### config.mk
export PLATFORM = sky130hd
export DESIGN_NAME = hid_descriptor
export DESIGN_NICKNAME = d
export VERILOG_FILES = /design/src/hid_pkg.sv /design/src/hid_descriptor.sv /design/src/hid_uframe_timer.sv
export SDC_FILE = /design/constraint.sdc
export NUM_CORES = 1
export LEC_CHECK = 0
export BUFFER_PORTS_ARGS = -buffer_cell sky130_fd_sc_hd__buf_2
export CORE_ASPECT_RATIO = 1.1
export CORE_UTILIZATION = 55
export CTS_CLUSTER_SIZE = 14
export DETAILED_ROUTE_END_ITERATION = 7
export PLACE_DENSITY = 0.77
export SYNTH_ARGS = -nofsm -noshare
export SYNTH_HDL_FRONTEND = slang
export SYNTH_HIERARCHICAL = 1
export SYNTH_SLANG_ARGS = --single-unit
### constraint.sdc
create_clock -name pclk -period 8.1 [get_ports pclk]
set_input_delay 0.81 -clock pclk [delete_from_list [all_inputs] [get_ports pclk]]
set_output_delay 0.81 -clock pclk [all_outputs]
set_load 0.05 [all_outputs]
### src/hid_pkg.sv
// shared constants and types for the interrupt transfer descriptor engine
// Summary of operation
// software loads run-mirror bit equal to valid; engine also updates it.
// engine sets halt flag when the interrupt transaction is halted.
// software seeds toggle_bit; engine writes next toggle after each transaction. The engine here flips it only on an ack.
// two-bit retry counter read/written by software and engine; zero for isochronous.
// engine writes 15-bit moved_byte_count with bytes actually sent or received.
// with multiplier above one, partial counts are stored between packets.
// software gives payload_start_pointer as (cpu address - 400h) / 8.
// poll every 2^(b-1) microframes, interval code b from 1 to 9.
// codes 1..4 clear upper five interval bits; rate set by microframe_select_mask.
// sub-millisecond polling checks the current bit of microframe_select_mask.
// route bit 0 runs native high-speed, 1 runs a split transaction.
// token field selects PID: 00 sends OUT, 01 sends IN.
// transaction goes to the 7-bit function_number.
// endpoint_number built from three upper bits plus lowest bit in lower word.
// software sets valid when payload waits; engine clears it when done or fatal.
// multiplier normally 01b, may be 10b or 11b; 00b is undefined.
`default_nettype none
package hid_pkg;

  // timing
  localparam int CLK_PERIOD_NS = 20;
  localparam int UFRAME_NS     = 125000;
  localparam int UFRAME_CYCLES = UFRAME_NS / CLK_PERIOD_NS;

  ////////////////////////////////////////////////////////////////////////////
  // apb byte offsets
  localparam logic [7:0] OFS_DW0    = 8'h00;
  localparam logic [7:0] OFS_DW1    = 8'h04;
  localparam logic [7:0] OFS_DW2    = 8'h08;
  localparam logic [7:0] OFS_DW3    = 8'h0c;
  localparam logic [7:0] OFS_DW4    = 8'h10;
  localparam logic [7:0] OFS_IRQ_ST = 8'h20;
  localparam logic [7:0] OFS_IRQ_MK = 8'h24;
  localparam logic [7:0] OFS_TIMER  = 8'h28;

  ////////////////////////////////////////////////////////////////////////////
  // descriptor field positions
  localparam int DW0_VALID     = 0;
  localparam int DW0_XFER_LO   = 3;
  localparam int DW0_MAXP_LO   = 18;
  localparam int DW0_MULT_LO   = 29;
  localparam int DW0_EP_LSB    = 31;
  localparam int DW1_EP_LO     = 0;
  localparam int DW1_FUNC_LO   = 3;
  localparam int DW1_TOKEN_LO  = 10;
  localparam int DW1_KIND_LO   = 12;
  localparam int DW1_SPLIT     = 14;
  localparam int DW2_IVAL_LO   = 0;
  localparam int DW2_PTR_LO    = 8;
  localparam int DW3_MOVED_LO  = 0;
  localparam int DW3_CERR_LO   = 23;
  localparam int DW3_TOGGLE    = 25;
  localparam int DW3_HALT      = 30;
  localparam int DW3_ACTIVE    = 31;
  localparam int DW4_MASK_LO   = 0;

  // writable bits of each word; reserved bits read zero
  localparam logic [31:0] DW0_WMASK = 32'hffff_fff9;
  localparam logic [31:0] DW1_WMASK = 32'h0000_7fff;
  localparam logic [31:0] DW2_WMASK = 32'h00ff_ffff;
  localparam logic [31:0] DW3_WMASK = 32'hc380_7fff;
  localparam logic [31:0] DW4_WMASK = 32'h0000_00ff;
  localparam logic [31:0] DW_RESET  = 32'h0000_0000;

  // interrupt status bits
  localparam int IRQ_DONE = 0;
  localparam int IRQ_HALT = 1;
  localparam int IRQ_POLL = 2;
  localparam int IRQ_W    = 3;

  // token codes and answer codes
  localparam logic [1:0] TOKEN_OUT = 2'b00;
  localparam logic [1:0] TOKEN_IN  = 2'b01;
  localparam logic [1:0] RSP_ACK   = 2'b00;
  localparam logic [1:0] RSP_NAK   = 2'b01;
  localparam logic [1:0] RSP_STALL = 2'b10;
  localparam logic [1:0] RSP_ERR   = 2'b11;

  typedef enum logic [1:0] {
    HID_IDLE  = 2'b00,
    HID_ISSUE = 2'b01,
    HID_WAIT  = 2'b10
  } hid_state_t;

  // request handed to the bus engine
  typedef struct packed {
    logic        split;       // 0 native high-speed, 1 split
    logic [1:0]  token;       // pid select
    logic [6:0]  func;        // function_number
    logic [3:0]  endpoint;    // endpoint_number
    logic        toggle;      // toggle_bit for this packet
    logic [15:0] payload_ptr; // payload_start_pointer
    logic [14:0] byte_offset; // bytes already moved
    logic [10:0] max_len;     // largest packet
    logic [14:0] remaining;   // bytes still to move
  } hid_req_t;

  // answer from the bus engine
  typedef struct packed {
    logic        done;  // one-cycle pulse
    logic [1:0]  code;  // ack, nak, stall, error
    logic [10:0] bytes; // bytes moved by this packet
  } hid_rsp_t;

endpackage
`default_nettype wire

### src/hid_descriptor.sv
// interrupt transfer descriptor store with apb access and polling engine
`default_nettype none
module hid_descriptor #(
  parameter int UFRAME_CYCLES = hid_pkg::UFRAME_CYCLES
) (
  input  wire logic             pclk,      // system clock
  input  wire logic             presetn,   // async reset, low
  input  wire logic             psel,      // apb select
  input  wire logic             penable,   // apb access phase
  input  wire logic             pwrite,    // apb direction
  input  wire logic [7:0]       paddr,     // apb byte address
  input  wire logic [31:0]      pwdata,    // apb write data
  output logic      [31:0]      prdata,    // apb read data
  output logic                  pready,    // apb ready
  output logic                  pslverr,   // apb error, unmapped
  output logic                  irq,       // level interrupt
  output hid_pkg::hid_req_t     req,       // packet request fields
  output logic                  req_start, // pulse: start one packet
  input  wire hid_pkg::hid_rsp_t rsp       // packet answer
);
  import hid_pkg::*;

  ////////////////////////////////////////////////////////////////////////////
  // helpers

  // poll test for slow rates: period mask is the interval value smeared down
  function automatic logic frame_hit(input logic [4:0] ival,
                                     input logic [4:0] fr);
    logic [4:0] m;
    m = ival | (ival >> 1) | (ival >> 2) | (ival >> 3) | (ival >> 4);
    return (fr & m) == ival;
  endfunction

  function automatic logic [31:0] merge(input logic [31:0] old, input logic [31:0] wd,
                                        input logic [31:0] wm);
    return (old & ~wm) | (wd & wm);
  endfunction

  ////////////////////////////////////////////////////////////////////////////
  // storage and timer

  logic [31:0]      dw0_r;
  logic [31:0]      dw1_r;
  logic [31:0]      dw2_r;
  logic [31:0]      dw3_r;
  logic [31:0]      dw4_r;
  logic [IRQ_W-1:0] irq_st_r;
  logic [IRQ_W-1:0] irq_mk_r;
  hid_state_t       state_r;
  hid_state_t       state_nxt;
  logic [1:0]       pkt_cnt_r;
  logic             tick;
  logic [2:0]       uframe;
  logic [4:0]       frame;

  // free running: its tick is the only microframe strobe
  hid_uframe_timer #(
    .UFRAME_CYCLES (UFRAME_CYCLES)
  ) u_timer (
    .pclk    (pclk),
    .presetn (presetn),
    .tick    (tick),
    .uframe  (uframe),
    .frame   (frame)
  );

  ////////////////////////////////////////////////////////////////////////////
  // descriptor field decode

  wire        valid    = dw0_r[DW0_VALID];
  wire [14:0] to_xfer  = dw0_r[DW0_XFER_LO +: 15];
  wire [10:0] max_len  = dw0_r[DW0_MAXP_LO +: 11];
  wire [1:0]  mult     = dw0_r[DW0_MULT_LO +: 2];
  wire [3:0]  endpoint = {dw1_r[DW1_EP_LO +: 3], dw0_r[DW0_EP_LSB]};
  wire [6:0]  func     = dw1_r[DW1_FUNC_LO +: 7];
  wire [1:0]  token    = dw1_r[DW1_TOKEN_LO +: 2];
  wire        split    = dw1_r[DW1_SPLIT];
  wire [7:0]  ival     = dw2_r[DW2_IVAL_LO +: 8];
  wire [15:0] ptr      = dw2_r[DW2_PTR_LO +: 16];
  wire [14:0] moved    = dw3_r[DW3_MOVED_LO +: 15];
  wire [1:0]  cerr     = dw3_r[DW3_CERR_LO +: 2];
  wire        toggle   = dw3_r[DW3_TOGGLE];
  wire        halted   = dw3_r[DW3_HALT];
  wire        active   = dw3_r[DW3_ACTIVE];
  wire [7:0]  uf_mask  = dw4_r[DW4_MASK_LO +: 8];

  ////////////////////////////////////////////////////////////////////////////
  // poll decision

  // upper interval bits zero means sub-millisecond or 1 ms rate
  wire slow_rate = |ival[7:3];
  wire uf_ok     = uf_mask[uframe];
  wire fr_ok     = slow_rate ? frame_hit(ival[7:3], frame) : 1'b1;
  // a halted descriptor stays quiet even while valid is set
  wire run_ok    = valid & active & ~halted;
  wire poll_go   = tick & run_ok & uf_ok & fr_ok & (state_r == HID_IDLE);

  ////////////////////////////////////////////////////////////////////////////
  // answer evaluation

  wire        rsp_here  = rsp.done & (state_r == HID_WAIT);
  wire        is_ack    = rsp_here & (rsp.code == RSP_ACK);
  wire        is_stall  = rsp_here & (rsp.code == RSP_STALL);
  wire        is_err    = rsp_here & (rsp.code == RSP_ERR);
  wire [14:0] new_moved = moved + {4'h0, rsp.bytes};
  // a short packet closes the transfer whatever remains
  wire        short_pkt = rsp.bytes < max_len;
  wire        finished  = is_ack & ((new_moved >= to_xfer) | short_pkt);
  // a zero counter means retries are not limited
  wire        err_fatal = is_err & (cerr == 2'b01);
  wire        fatal     = is_stall | err_fatal;
  // more packets in this poll only after a full-size ack
  wire        more_pkt  = is_ack & ~finished & ({1'b0, pkt_cnt_r} + 2'b01 < {1'b0, mult});
  wire        hw_upd    = rsp_here;

  ////////////////////////////////////////////////////////////////////////////
  // engine state

  always_comb begin
    state_nxt = state_r;
    case (state_r)
      HID_IDLE:  if (poll_go) state_nxt = HID_ISSUE;
      HID_ISSUE: state_nxt = HID_WAIT;
      HID_WAIT:  if (rsp_here) state_nxt = more_pkt ? HID_ISSUE : HID_IDLE;
      default:   state_nxt = HID_IDLE;
    endcase
  end

  always_ff @(posedge pclk or negedge presetn) begin
    if (!presetn) begin
      state_r   <= HID_IDLE;
      pkt_cnt_r <= 2'b00;
      req_start <= 1'b0;
      req       <= '0;
    end else begin
      state_r   <= state_nxt;
      req_start <= (state_r == HID_ISSUE);
      if (poll_go) begin
        pkt_cnt_r <= 2'b00;
      end else if (more_pkt) begin
        pkt_cnt_r <= pkt_cnt_r + 2'b01;
      end
      // loaded only here, so fields stand while the function answers
      if (state_r == HID_ISSUE) begin
        req.split       <= split;
        req.token       <= token;
        req.func        <= func;
        req.endpoint    <= endpoint;
        req.toggle      <= toggle;
        req.payload_ptr <= ptr;
        req.byte_offset <= moved;
        req.max_len     <= max_len;
        req.remaining   <= to_xfer - moved;
      end
    end
  end

  ////////////////////////////////////////////////////////////////////////////
  // apb decode

  wire setup  = psel & ~penable;
  wire access = psel & penable & pready;
  wire wr     = access & pwrite;
  // full byte compare: an unaligned address is unmapped
  wire hit_d0 = (paddr == OFS_DW0);
  wire hit_d1 = (paddr == OFS_DW1);
  wire hit_d2 = (paddr == OFS_DW2);
  wire hit_d3 = (paddr == OFS_DW3);
  wire hit_d4 = (paddr == OFS_DW4);
  wire hit_st = (paddr == OFS_IRQ_ST);
  wire hit_mk = (paddr == OFS_IRQ_MK);
  wire hit_tm = (paddr == OFS_TIMER);
  wire mapped = hit_d0 | hit_d1 | hit_d2 | hit_d3 | hit_d4 | hit_st | hit_mk | hit_tm;

  // write strobes, live only in the completing access cycle
  wire wr_d0  = wr & hit_d0;
  wire wr_d1  = wr & hit_d1;
  wire wr_d2  = wr & hit_d2;
  wire wr_d3  = wr & hit_d3;
  wire wr_d4  = wr & hit_d4;
  wire wr_st  = wr & hit_st;
  wire wr_mk  = wr & hit_mk;

  // unmapped reads give zero beside the error flag
  logic [31:0] rd_mux;
  always_comb begin
    if (hit_d0) begin
      rd_mux = dw0_r;
    end else if (hit_d1) begin
      rd_mux = dw1_r;
    end else if (hit_d2) begin
      rd_mux = dw2_r;
    end else if (hit_d3) begin
      rd_mux = dw3_r;
    end else if (hit_d4) begin
      rd_mux = dw4_r;
    end else if (hit_st) begin
      rd_mux = {29'h0, irq_st_r};
    end else if (hit_mk) begin
      rd_mux = {29'h0, irq_mk_r};
    end else if (hit_tm) begin
      rd_mux = {24'h0, frame, uframe};
    end else begin
      rd_mux = 32'h0000_0000;
    end
  end

  // answer is prepared in the setup cycle so the access phase needs no wait
  always_ff @(posedge pclk or negedge presetn) begin
    if (!presetn) begin
      pready  <= 1'b0;
      pslverr <= 1'b0;
      prdata  <= 32'h0000_0000;
    end else begin
      pready  <= setup;
      pslverr <= setup & ~mapped;
      prdata  <= (setup & ~pwrite) ? rd_mux : 32'h0000_0000;
    end
  end

  ////////////////////////////////////////////////////////////////////////////
  // descriptor words: engine write-back beats a software write in the same cycle

  // reserved bits stay zero: merge never sets them
  logic [31:0] dw0_nxt;
  logic [31:0] dw3_nxt;

  always_comb begin
    dw0_nxt = wr_d0 ? merge(dw0_r, pwdata, DW0_WMASK) : dw0_r;
    if (finished | fatal) begin
      dw0_nxt[DW0_VALID] = 1'b0;
    end
  end

  always_comb begin
    dw3_nxt = wr_d3 ? merge(dw3_r, pwdata, DW3_WMASK) : dw3_r;
    if (hw_upd) begin
      if (is_ack) begin
        dw3_nxt[DW3_MOVED_LO +: 15] = new_moved;
        dw3_nxt[DW3_TOGGLE]         = ~toggle;
      end
      // a zero counter never counts down: retries unlimited
      if (is_err & (cerr != 2'b00)) begin
        dw3_nxt[DW3_CERR_LO +: 2] = cerr - 2'b01;
      end
      if (fatal) begin
        dw3_nxt[DW3_HALT] = 1'b1;
      end
      if (finished | fatal) begin
        dw3_nxt[DW3_ACTIVE] = 1'b0;
      end
    end
  end

  always_ff @(posedge pclk or negedge presetn) begin
    if (!presetn) begin
      dw0_r <= DW_RESET;
      dw1_r <= DW_RESET;
      dw2_r <= DW_RESET;
      dw3_r <= DW_RESET;
      dw4_r <= DW_RESET;
    end else begin
      dw0_r <= dw0_nxt;
      dw3_r <= dw3_nxt;
      if (wr_d1) begin
        dw1_r <= merge(dw1_r, pwdata, DW1_WMASK);
      end
      if (wr_d2) begin
        dw2_r <= merge(dw2_r, pwdata, DW2_WMASK);
      end
      if (wr_d4) begin
        dw4_r <= merge(dw4_r, pwdata, DW4_WMASK);
      end
    end
  end

  ////////////////////////////////////////////////////////////////////////////
  // interrupts: sticky, write one to clear, a new event wins over the clear

  // one event line per status bit, mask has the same layout
  wire [IRQ_W-1:0] ev;
  assign ev[IRQ_DONE] = finished;
  assign ev[IRQ_HALT] = fatal;
  assign ev[IRQ_POLL] = poll_go;

  wire [IRQ_W-1:0] clr = wr_st ? pwdata[IRQ_W-1:0] : {IRQ_W{1'b0}};
  wire [IRQ_W-1:0] st_nxt = (irq_st_r & ~clr) | ev;
  // a mask written now already gates the level output
  wire [IRQ_W-1:0] mk_nxt = wr_mk ? pwdata[IRQ_W-1:0] : irq_mk_r;

  always_ff @(posedge pclk or negedge presetn) begin
    if (!presetn) begin
      irq_st_r <= {IRQ_W{1'b0}};
      irq_mk_r <= {IRQ_W{1'b0}};
      irq      <= 1'b0;
    end else begin
      irq_st_r <= st_nxt;
      irq_mk_r <= mk_nxt;
      irq      <= |(st_nxt & mk_nxt);
    end
  end

endmodule // hid_descriptor
`default_nettype wire

### src/hid_uframe_timer.sv
// microframe and frame counter driven by a cycle divider
`default_nettype none
module hid_uframe_timer #(
  parameter int UFRAME_CYCLES = 6250
) (
  input  wire logic       pclk,     // system clock
  input  wire logic       presetn,  // async reset, low
  output logic            tick,     // pulse at each microframe start
  output logic [2:0]      uframe,   // microframe within frame
  output logic [4:0]      frame     // frame count modulo 32
);
  import hid_pkg::*;

  localparam logic [15:0] LAST = 16'(UFRAME_CYCLES - 1);

  logic [15:0] div_r;
  logic        wrap;

  assign wrap = (div_r == LAST);

  always_ff @(posedge pclk or negedge presetn) begin
    if (!presetn) begin
      div_r  <= 16'h0000;
      tick   <= 1'b0;
      uframe <= 3'h0;
      frame  <= 5'h00;
    end else begin
      div_r <= wrap ? 16'h0000 : div_r + 16'h0001;
      tick  <= wrap;
      if (wrap) begin
        uframe <= uframe + 3'h1;
        if (uframe == 3'h7) begin
          frame <= frame + 5'h01;
        end
      end
    end
  end
endmodule // hid_uframe_timer
`default_nettype wire

After elaboration in Yosys (flattened, before gate mapping)
Index checks and enable logic that the tools add are counted.
{"block": "totals", "wordCells": 158, "output_inout_bits": 108, "regBits": 303}
{"block": "classes", "n_bitwise": 58, "muxes": 32, "magnitude_cmp": 4, "addsub": 8, "reduce_logical": 10, "n_eq_ne": 17}
{"cell": "$mux 32", "n": 7}
{"cell": "$or 3x32->32", "n": 1}
{"cell": "$or 30x32->32", "n": 1}
{"cell": "$or 32x15->32", "n": 1}
{"cell": "$or 32x24->32", "n": 1}
{"cell": "$or 32x8->32", "n": 1}
{"cell": "$mux 15", "n": 2}
{"cell": "$and 1x1->1", "n": 28}
{"cell": "$eq 8x6->1 const B", "n": 3}
{"cell": "$mux 8", "n": 3}
{"cell": "$add 16x1->16 const B", "n": 1}
{"cell": "$eq 16x13->1 const B", "n": 1}
{"cell": "$eq 8x4->1 const B", "n": 2}
{"cell": "$mux 16", "n": 1}
{"cell": "$add 15x11->15", "n": 1}
{"cell": "$ge 15x15->1", "n": 1}
{"cell": "$sub 15x15->15", "n": 1}
{"cell": "$mux 2", "n": 6}
{"cell": "$lt 11x11->1", "n": 1}
{"cell": "$or 1x1->1", "n": 10}
{"cell": "$mux 3", "n": 3}
{"cell": "$eq 8x3->1 const B", "n": 1}
{"cell": "$eq 8x5->1 const B", "n": 1}
{"cell": "$logic_not 8->1", "n": 1}
{"cell": "other kinds (29)", "n": 50}

Logic depth before layout (Yosys ltp)
{"block": "depth", "depth_word": 12, "mapped_depth": 17}

By module
Netlist, hierarchy kept.
{"module": "hid_descriptor", "area_per_inst_um2": 10791.6, "instances": 1, "cells_per_inst": 1057, "seq_area_each_um2": 5380.2}
{"module": "hid_uframe_timer", "area_per_inst_um2": 1222.4, "instances": 1, "cells_per_inst": 96, "seq_area_each_um2": 625.6}

Worst setup path before layout
Ideal clock, no wire load.
{"block": "synth_timing", "kind": "input -> register", "startpoint": "in rsp[0] (netlist bit)", "endpoint": "reg irq", "setup_slack_ns": 4.132, "stages": 17, "t_arrival_ns": 3.842, "path_buffers": 0, "cell_sequence": "ha_1 inv_1 fa_1 nor2b_1 o21a_1 a311o_1 a21o_1 a21oi_2 nor2_1 xnor2_1 ha_1 a21o_1 a211oi_1 o21ai_1 o31a_1 a21o_1 a221o_1"}
{"block": "synth_via", "elab_chain_cells": 7, "word_cells_on_any_way": 8, "classes_between": "add/sub: 1; order compare: 2; bitwise: 4; reduce/logical: 1"}
{"item": "start: declaration", "line_no": "hid_descriptor.sv:19", "text": "input wire hid_pkg::hid_rsp_t rsp"}
{"item": "$add 15x11->15", "line_no": "hid_descriptor.sv:105", "text": "wire [14:0] new_moved = moved + {4'h0, rsp.bytes};"}
{"item": "$ge 15x15->1", "line_no": "hid_descriptor.sv:108", "text": "wire finished = is_ack & ((new_moved >= to_xfer) | short_pkt);"}
{"item": "$or 1x1->1 *", "line_no": "hid_descriptor.sv:108"}
{"item": "$and 1x1->1 *", "line_no": "hid_descriptor.sv:108"}
{"item": "$or 3x3->3 *", "line_no": "hid_descriptor.sv:287", "text": "wire [IRQ_W-1:0] st_nxt = (irq_st_r & ~clr) | ev;"}
{"item": "net st_nxt[0]", "line_no": "hid_descriptor.sv:287"}
{"item": "$and 3x3->3 *", "line_no": "hid_descriptor.sv:299", "text": "irq <= |(st_nxt & mk_nxt);"}
{"item": "$reduce_or 3->1 *", "line_no": "hid_descriptor.sv:299"}
{"item": "end signal: assignment", "line_no": "hid_descriptor.sv:299"}
{"item": "end: declaration", "line_no": "hid_descriptor.sv:16", "text": "output logic irq,"}
Mark *: on every way through the listed nets, which the timed path passes. The rest lies on a longest branch.
A chain may end at the register's enable or synchronous reset.

Worst setup path in the final report
{"block": "layout_timing", "startpoint": "reg dw3_r[1]", "endpoint": "reg irq"}
{"block": "layout_via", "elab_chain_cells": 7}
{"item": "start: declaration", "line_no": "hid_descriptor.sv:45", "text": "logic [31:0] dw3_r;"}
{"item": "start signal: assignment", "line_no": "hid_descriptor.sv:264", "text": "dw3_r <= dw3_nxt;"}
{"item": "$add 15x11->15", "line_no": "hid_descriptor.sv:105"}
{"item": "$ge 15x15->1", "line_no": "hid_descriptor.sv:108"}
{"item": "$or 1x1->1", "line_no": "hid_descriptor.sv:108"}
{"item": "$and 1x1->1", "line_no": "hid_descriptor.sv:108"}
{"item": "$or 3x3->3", "line_no": "hid_descriptor.sv:287"}
{"item": "net st_nxt[0]", "line_no": "hid_descriptor.sv:287"}
{"item": "$and 3x3->3", "line_no": "hid_descriptor.sv:299"}
{"item": "$reduce_or 3->1", "line_no": "hid_descriptor.sv:299"}
The timed path passes the listed nets, and every way through them passes these cells.

==> summary.txt <==
Run status
  – Status: complete, no violations

GRT
  – First-pass GRT wire length: 50.35 mm
  – Gr usage total: 29.20%
  – Grt met2 use: 49.52%
  – Met3 usage: 6.480%
  – Grt total ovfl: 0
  – Gr busiest metal: met2
  – Largest net degree at the start of global routing: 122
  – Antenna violations before repair: 4
  – Vias in the first global route: 9515
  – Met1 usage: 35.88%

Routing
  – WL/cell: 19.84 µm
  – Detail Route Antenna Nets: 0
  – Vias per inst: 5.887
  – # DRC: 0
  – Iteration count of the initial detailed-routing pass: 5
  – Detailed Route Iter0 Violations: 629
  – Vias: 9513
  – DRT Wirelength: 32.06 mm

Worst setup path
  – Worst path required time: 8530 ps
  – Crit path from: dw3_r[1]$_DFF_PN0_
  – Arrival @ worst endpoint: 4440 ps
  – Setup Crit Path Kind: flip-flop to flip-flop
  – Max FO, Critical Path: 5
  – Crit. End Element: flip-flop
  – Worst r2r src: dw3_r[1]$_DFF_PN0_
  – Critical Path Start Type: flip-flop

Logic synthesis
  – Synth Area per Inst: 10.42 µm²
  – Synthesized area: 12010 µm²
  – Yosys reg bits: 240
  – Main synth FF type: dfrtp_1
  – Share of Yosys cell area claimed by the top area cell type: 49.99%
  – Sequential share of the synthesized area: 49.99%
  – Ys async rst share: 100.0%
  – Synthesized Nets: 1273
  – Leading area contributor after synthesis: dfrtp_1
  – Yosys warning count: 6
  – Post-Synthesis Cells: 1153
  – Top cells by area, synth: dfrtp_1 (50%), nand2_1 (6.1%), ha_1 (6.0%)
  – Synth unique cells: 86
  – Post-synth EDFFs: 0

STA
  – Max-slew headroom: 25.02%
  – Total negative slack: 0 ps
  – Max frequency: 249.1 MHz
  – Slew @ Worst Pin: 1121 ps
  – Unrepaired setup endpoints after global routing: no
  – Final Critical Period: 4015 ps
  – Clock skew: 20.54 ps
  – Final hold viol count: 0
  – Max-slew violation count: 0
  – Finish-stage setup viols: 0
  – Part of the cycle the worst path needs: 49.56%

Clocking
  – Root buffer cell: clkbuf_16
  – CTS tree: done
  – Bufs on Longest Clock Path: 3
  – TritonCTS Sinks: 240
  – Clk slew on worst S/H paths: 60 ps
  – Cts hold-fix bufs: 0
  – H-tree depth: 1
  – Clk_lat worst skew: 540 ps
  – CTS Buf Count: 25
  – CTS-repair resized insts: 0
  – Post-CTS setup buffers: 0

Placement
  – Final Wtd Congestion: 0.9343
  – Port bufs: 166
  – Placed inst area: 13040 µm²
  – Post-DP HPWL: 23.20 mm
  – Placed insts: 1568

Die
  – FP Rows: 56
  – Height of the die: 157.0 µm
  – Io pins: 167
  – Die Wd: 142.9 µm
  – Core ar.: 21370 µm²
  – Initial Util: 56.22%
  – Die ar.: 22440 µm²

Hold path
  – Path type of the worst min-delay path: input port to async pin

Layout
  – Commonest cells after routing, fill and taps aside: dfrtp_1 (240), nand2_1 (195), buf_2 (165)
  – Layout cells sized above 1: 23.05%
  – Synthesis-to-layout area growth: 15.53%
  – Most common cell after layout, fill and taps aside: dfrtp_1
  – Layout Cells excl Fill: 1616
  – Finished Cell Area: 13880 µm²
  – Nets: 1425

Power and ir drop
  – Peak supply drop: 0.0001723 V
  – Leakage: 7.084 nW
  – Power Density: 271.0 nW/µm²

Flow run
  – Number of max-cap violations: 0
## worst paths after layout
| check | slack [ps] | to | depth (start not counted) |
|---|---|---|---|
| max | 4090 | irq$_DFF_PN0_ | 14 |
| max in group asynchronous | 6460 | u_timer/uframe[1]$_DFFE_PN0N_ | 2 |
| min reg2reg | 470 | req[54]$_DFFE_PN0P_ | 2 |
| max reg2reg | 4090 | irq$_DFF_PN0_ | 14 |
| min in group pclk | 470 | req[54]$_DFFE_PN0P_ | 2 |
| min | 330 | req[13]$_DFFE_PN0P_ | 1 |
## worst max-delay path, stage by stage (launching register included)
cell	delay (ps)
dfrtp_1	470
ha_1	310
a21o_1	190
a21oi_1	250
o21ai_0	240
a311oi_2	460
nor2_1	130
xnor2_1	150
ha_1	310
a21o_1	170
a211oi_1	230
o21ai_1	140
o31a_1	380
a21o_1	190
a221o_1	300
## per-stage QoR
| stage | setup WS [ps] | total power [mW] | util (%) | hold WS, ps |
|---|---|---|---|---|
| 2_1_floorplan | 4132 | 2.276 | - | 446.3 |
| 3_3_place_gp | 3777 | 2.583 | 61.04 | 454.0 |
| 3_5_place_dp | 3673 | 2.608 | 61.04 | 458.6 |
| 4_1_cts | 4136 | 3.770 | 64.91 | 383.0 |
| 5_1_grt | 3794 | 3.947 | 64.91 | 422.9 |
| 6_report | 4085 | 3.761 | 64.95 | 332.5 |
## synthesized netlist by cell type, drive strengths merged (3+ instances only)
| master | number |
|---|---|
| ha | 58 |
| nor3 | 25 |
| o21a | 5 |
| or3 | 4 |
| nand2b | 13 |
| nand4 | 6 |
| o2111ai | 4 |
| a21oi | 46 |
| and4 | 5 |
| inv | 57 |
| a22oi | 30 |
| a311oi | 3 |
| o31ai | 4 |
| nand2 | 197 |
| o21ai | 71 |
| nor4 | 9 |
| nor3b | 5 |
| or2 | 3 |
| o31a | 3 |
| a211oi | 8 |
| mux2i | 4 |
| nor2b | 13 |
| nand3 | 19 |
| xnor2 | 28 |
| mux2 | 84 |
| fa | 3 |
| a221oi | 4 |
| a21o | 14 |
| xor2 | 12 |
| clkbuf | 31 |
| a22o | 6 |
| a31oi | 12 |
| and3 | 11 |
| nor2 | 59 |
| buf | 19 |
| dfrtp | 240 |
## power by group
group          switching, mW  internal, mW  leakage, nW  total (mW)
logic                  0.779         0.392         3.44        1.17
clock network          0.477         0.669        0.402        1.15
registers              0.122          1.32         3.24        1.44
## per-layer routing
metal	vias to the layer above	part of all wire (%)
li1	4357	-
met1	4673	40
met2	392	48
met3	89	7.8
met4	2	3.9
met5	-	0.025
## flip-flops by register name, summed over array words and instances, names as in the netlist
name,cells
dw2_r,24
prdata,32
req_start,1
dw0_r,30
dw4_r,8
state_r,2
u_timer/tick,1
irq_mk_r,3
dw3_r,20
dw1_r,15
u_timer/div_r,16
pready,1
pslverr,1
pkt_cnt_r,2
irq_st_r,3
u_timer/uframe,3
req,72
irq,1
u_timer/frame,5
## cell families after synthesis
group           share of synthesized area, %
simple gates                           15.10
flops                                  49.99
compound gates                         12.80
buf+inv                                3.885
mux                                    8.644
fa+ha+maj                              6.540
xor+xnor                               3.041
## cell type report
class	count	area, µm²
repair buffers	175	908.4
multi-input cells	805	5549
clock inverters	7	83.83
diodes	3	7.507
clock buffers	38	744.5
flip-flops and latches	240	6006
fillers	1687	7491
well taps	290	362.8
inverters	58	217.7
Power figures use the tool's default switching activity.
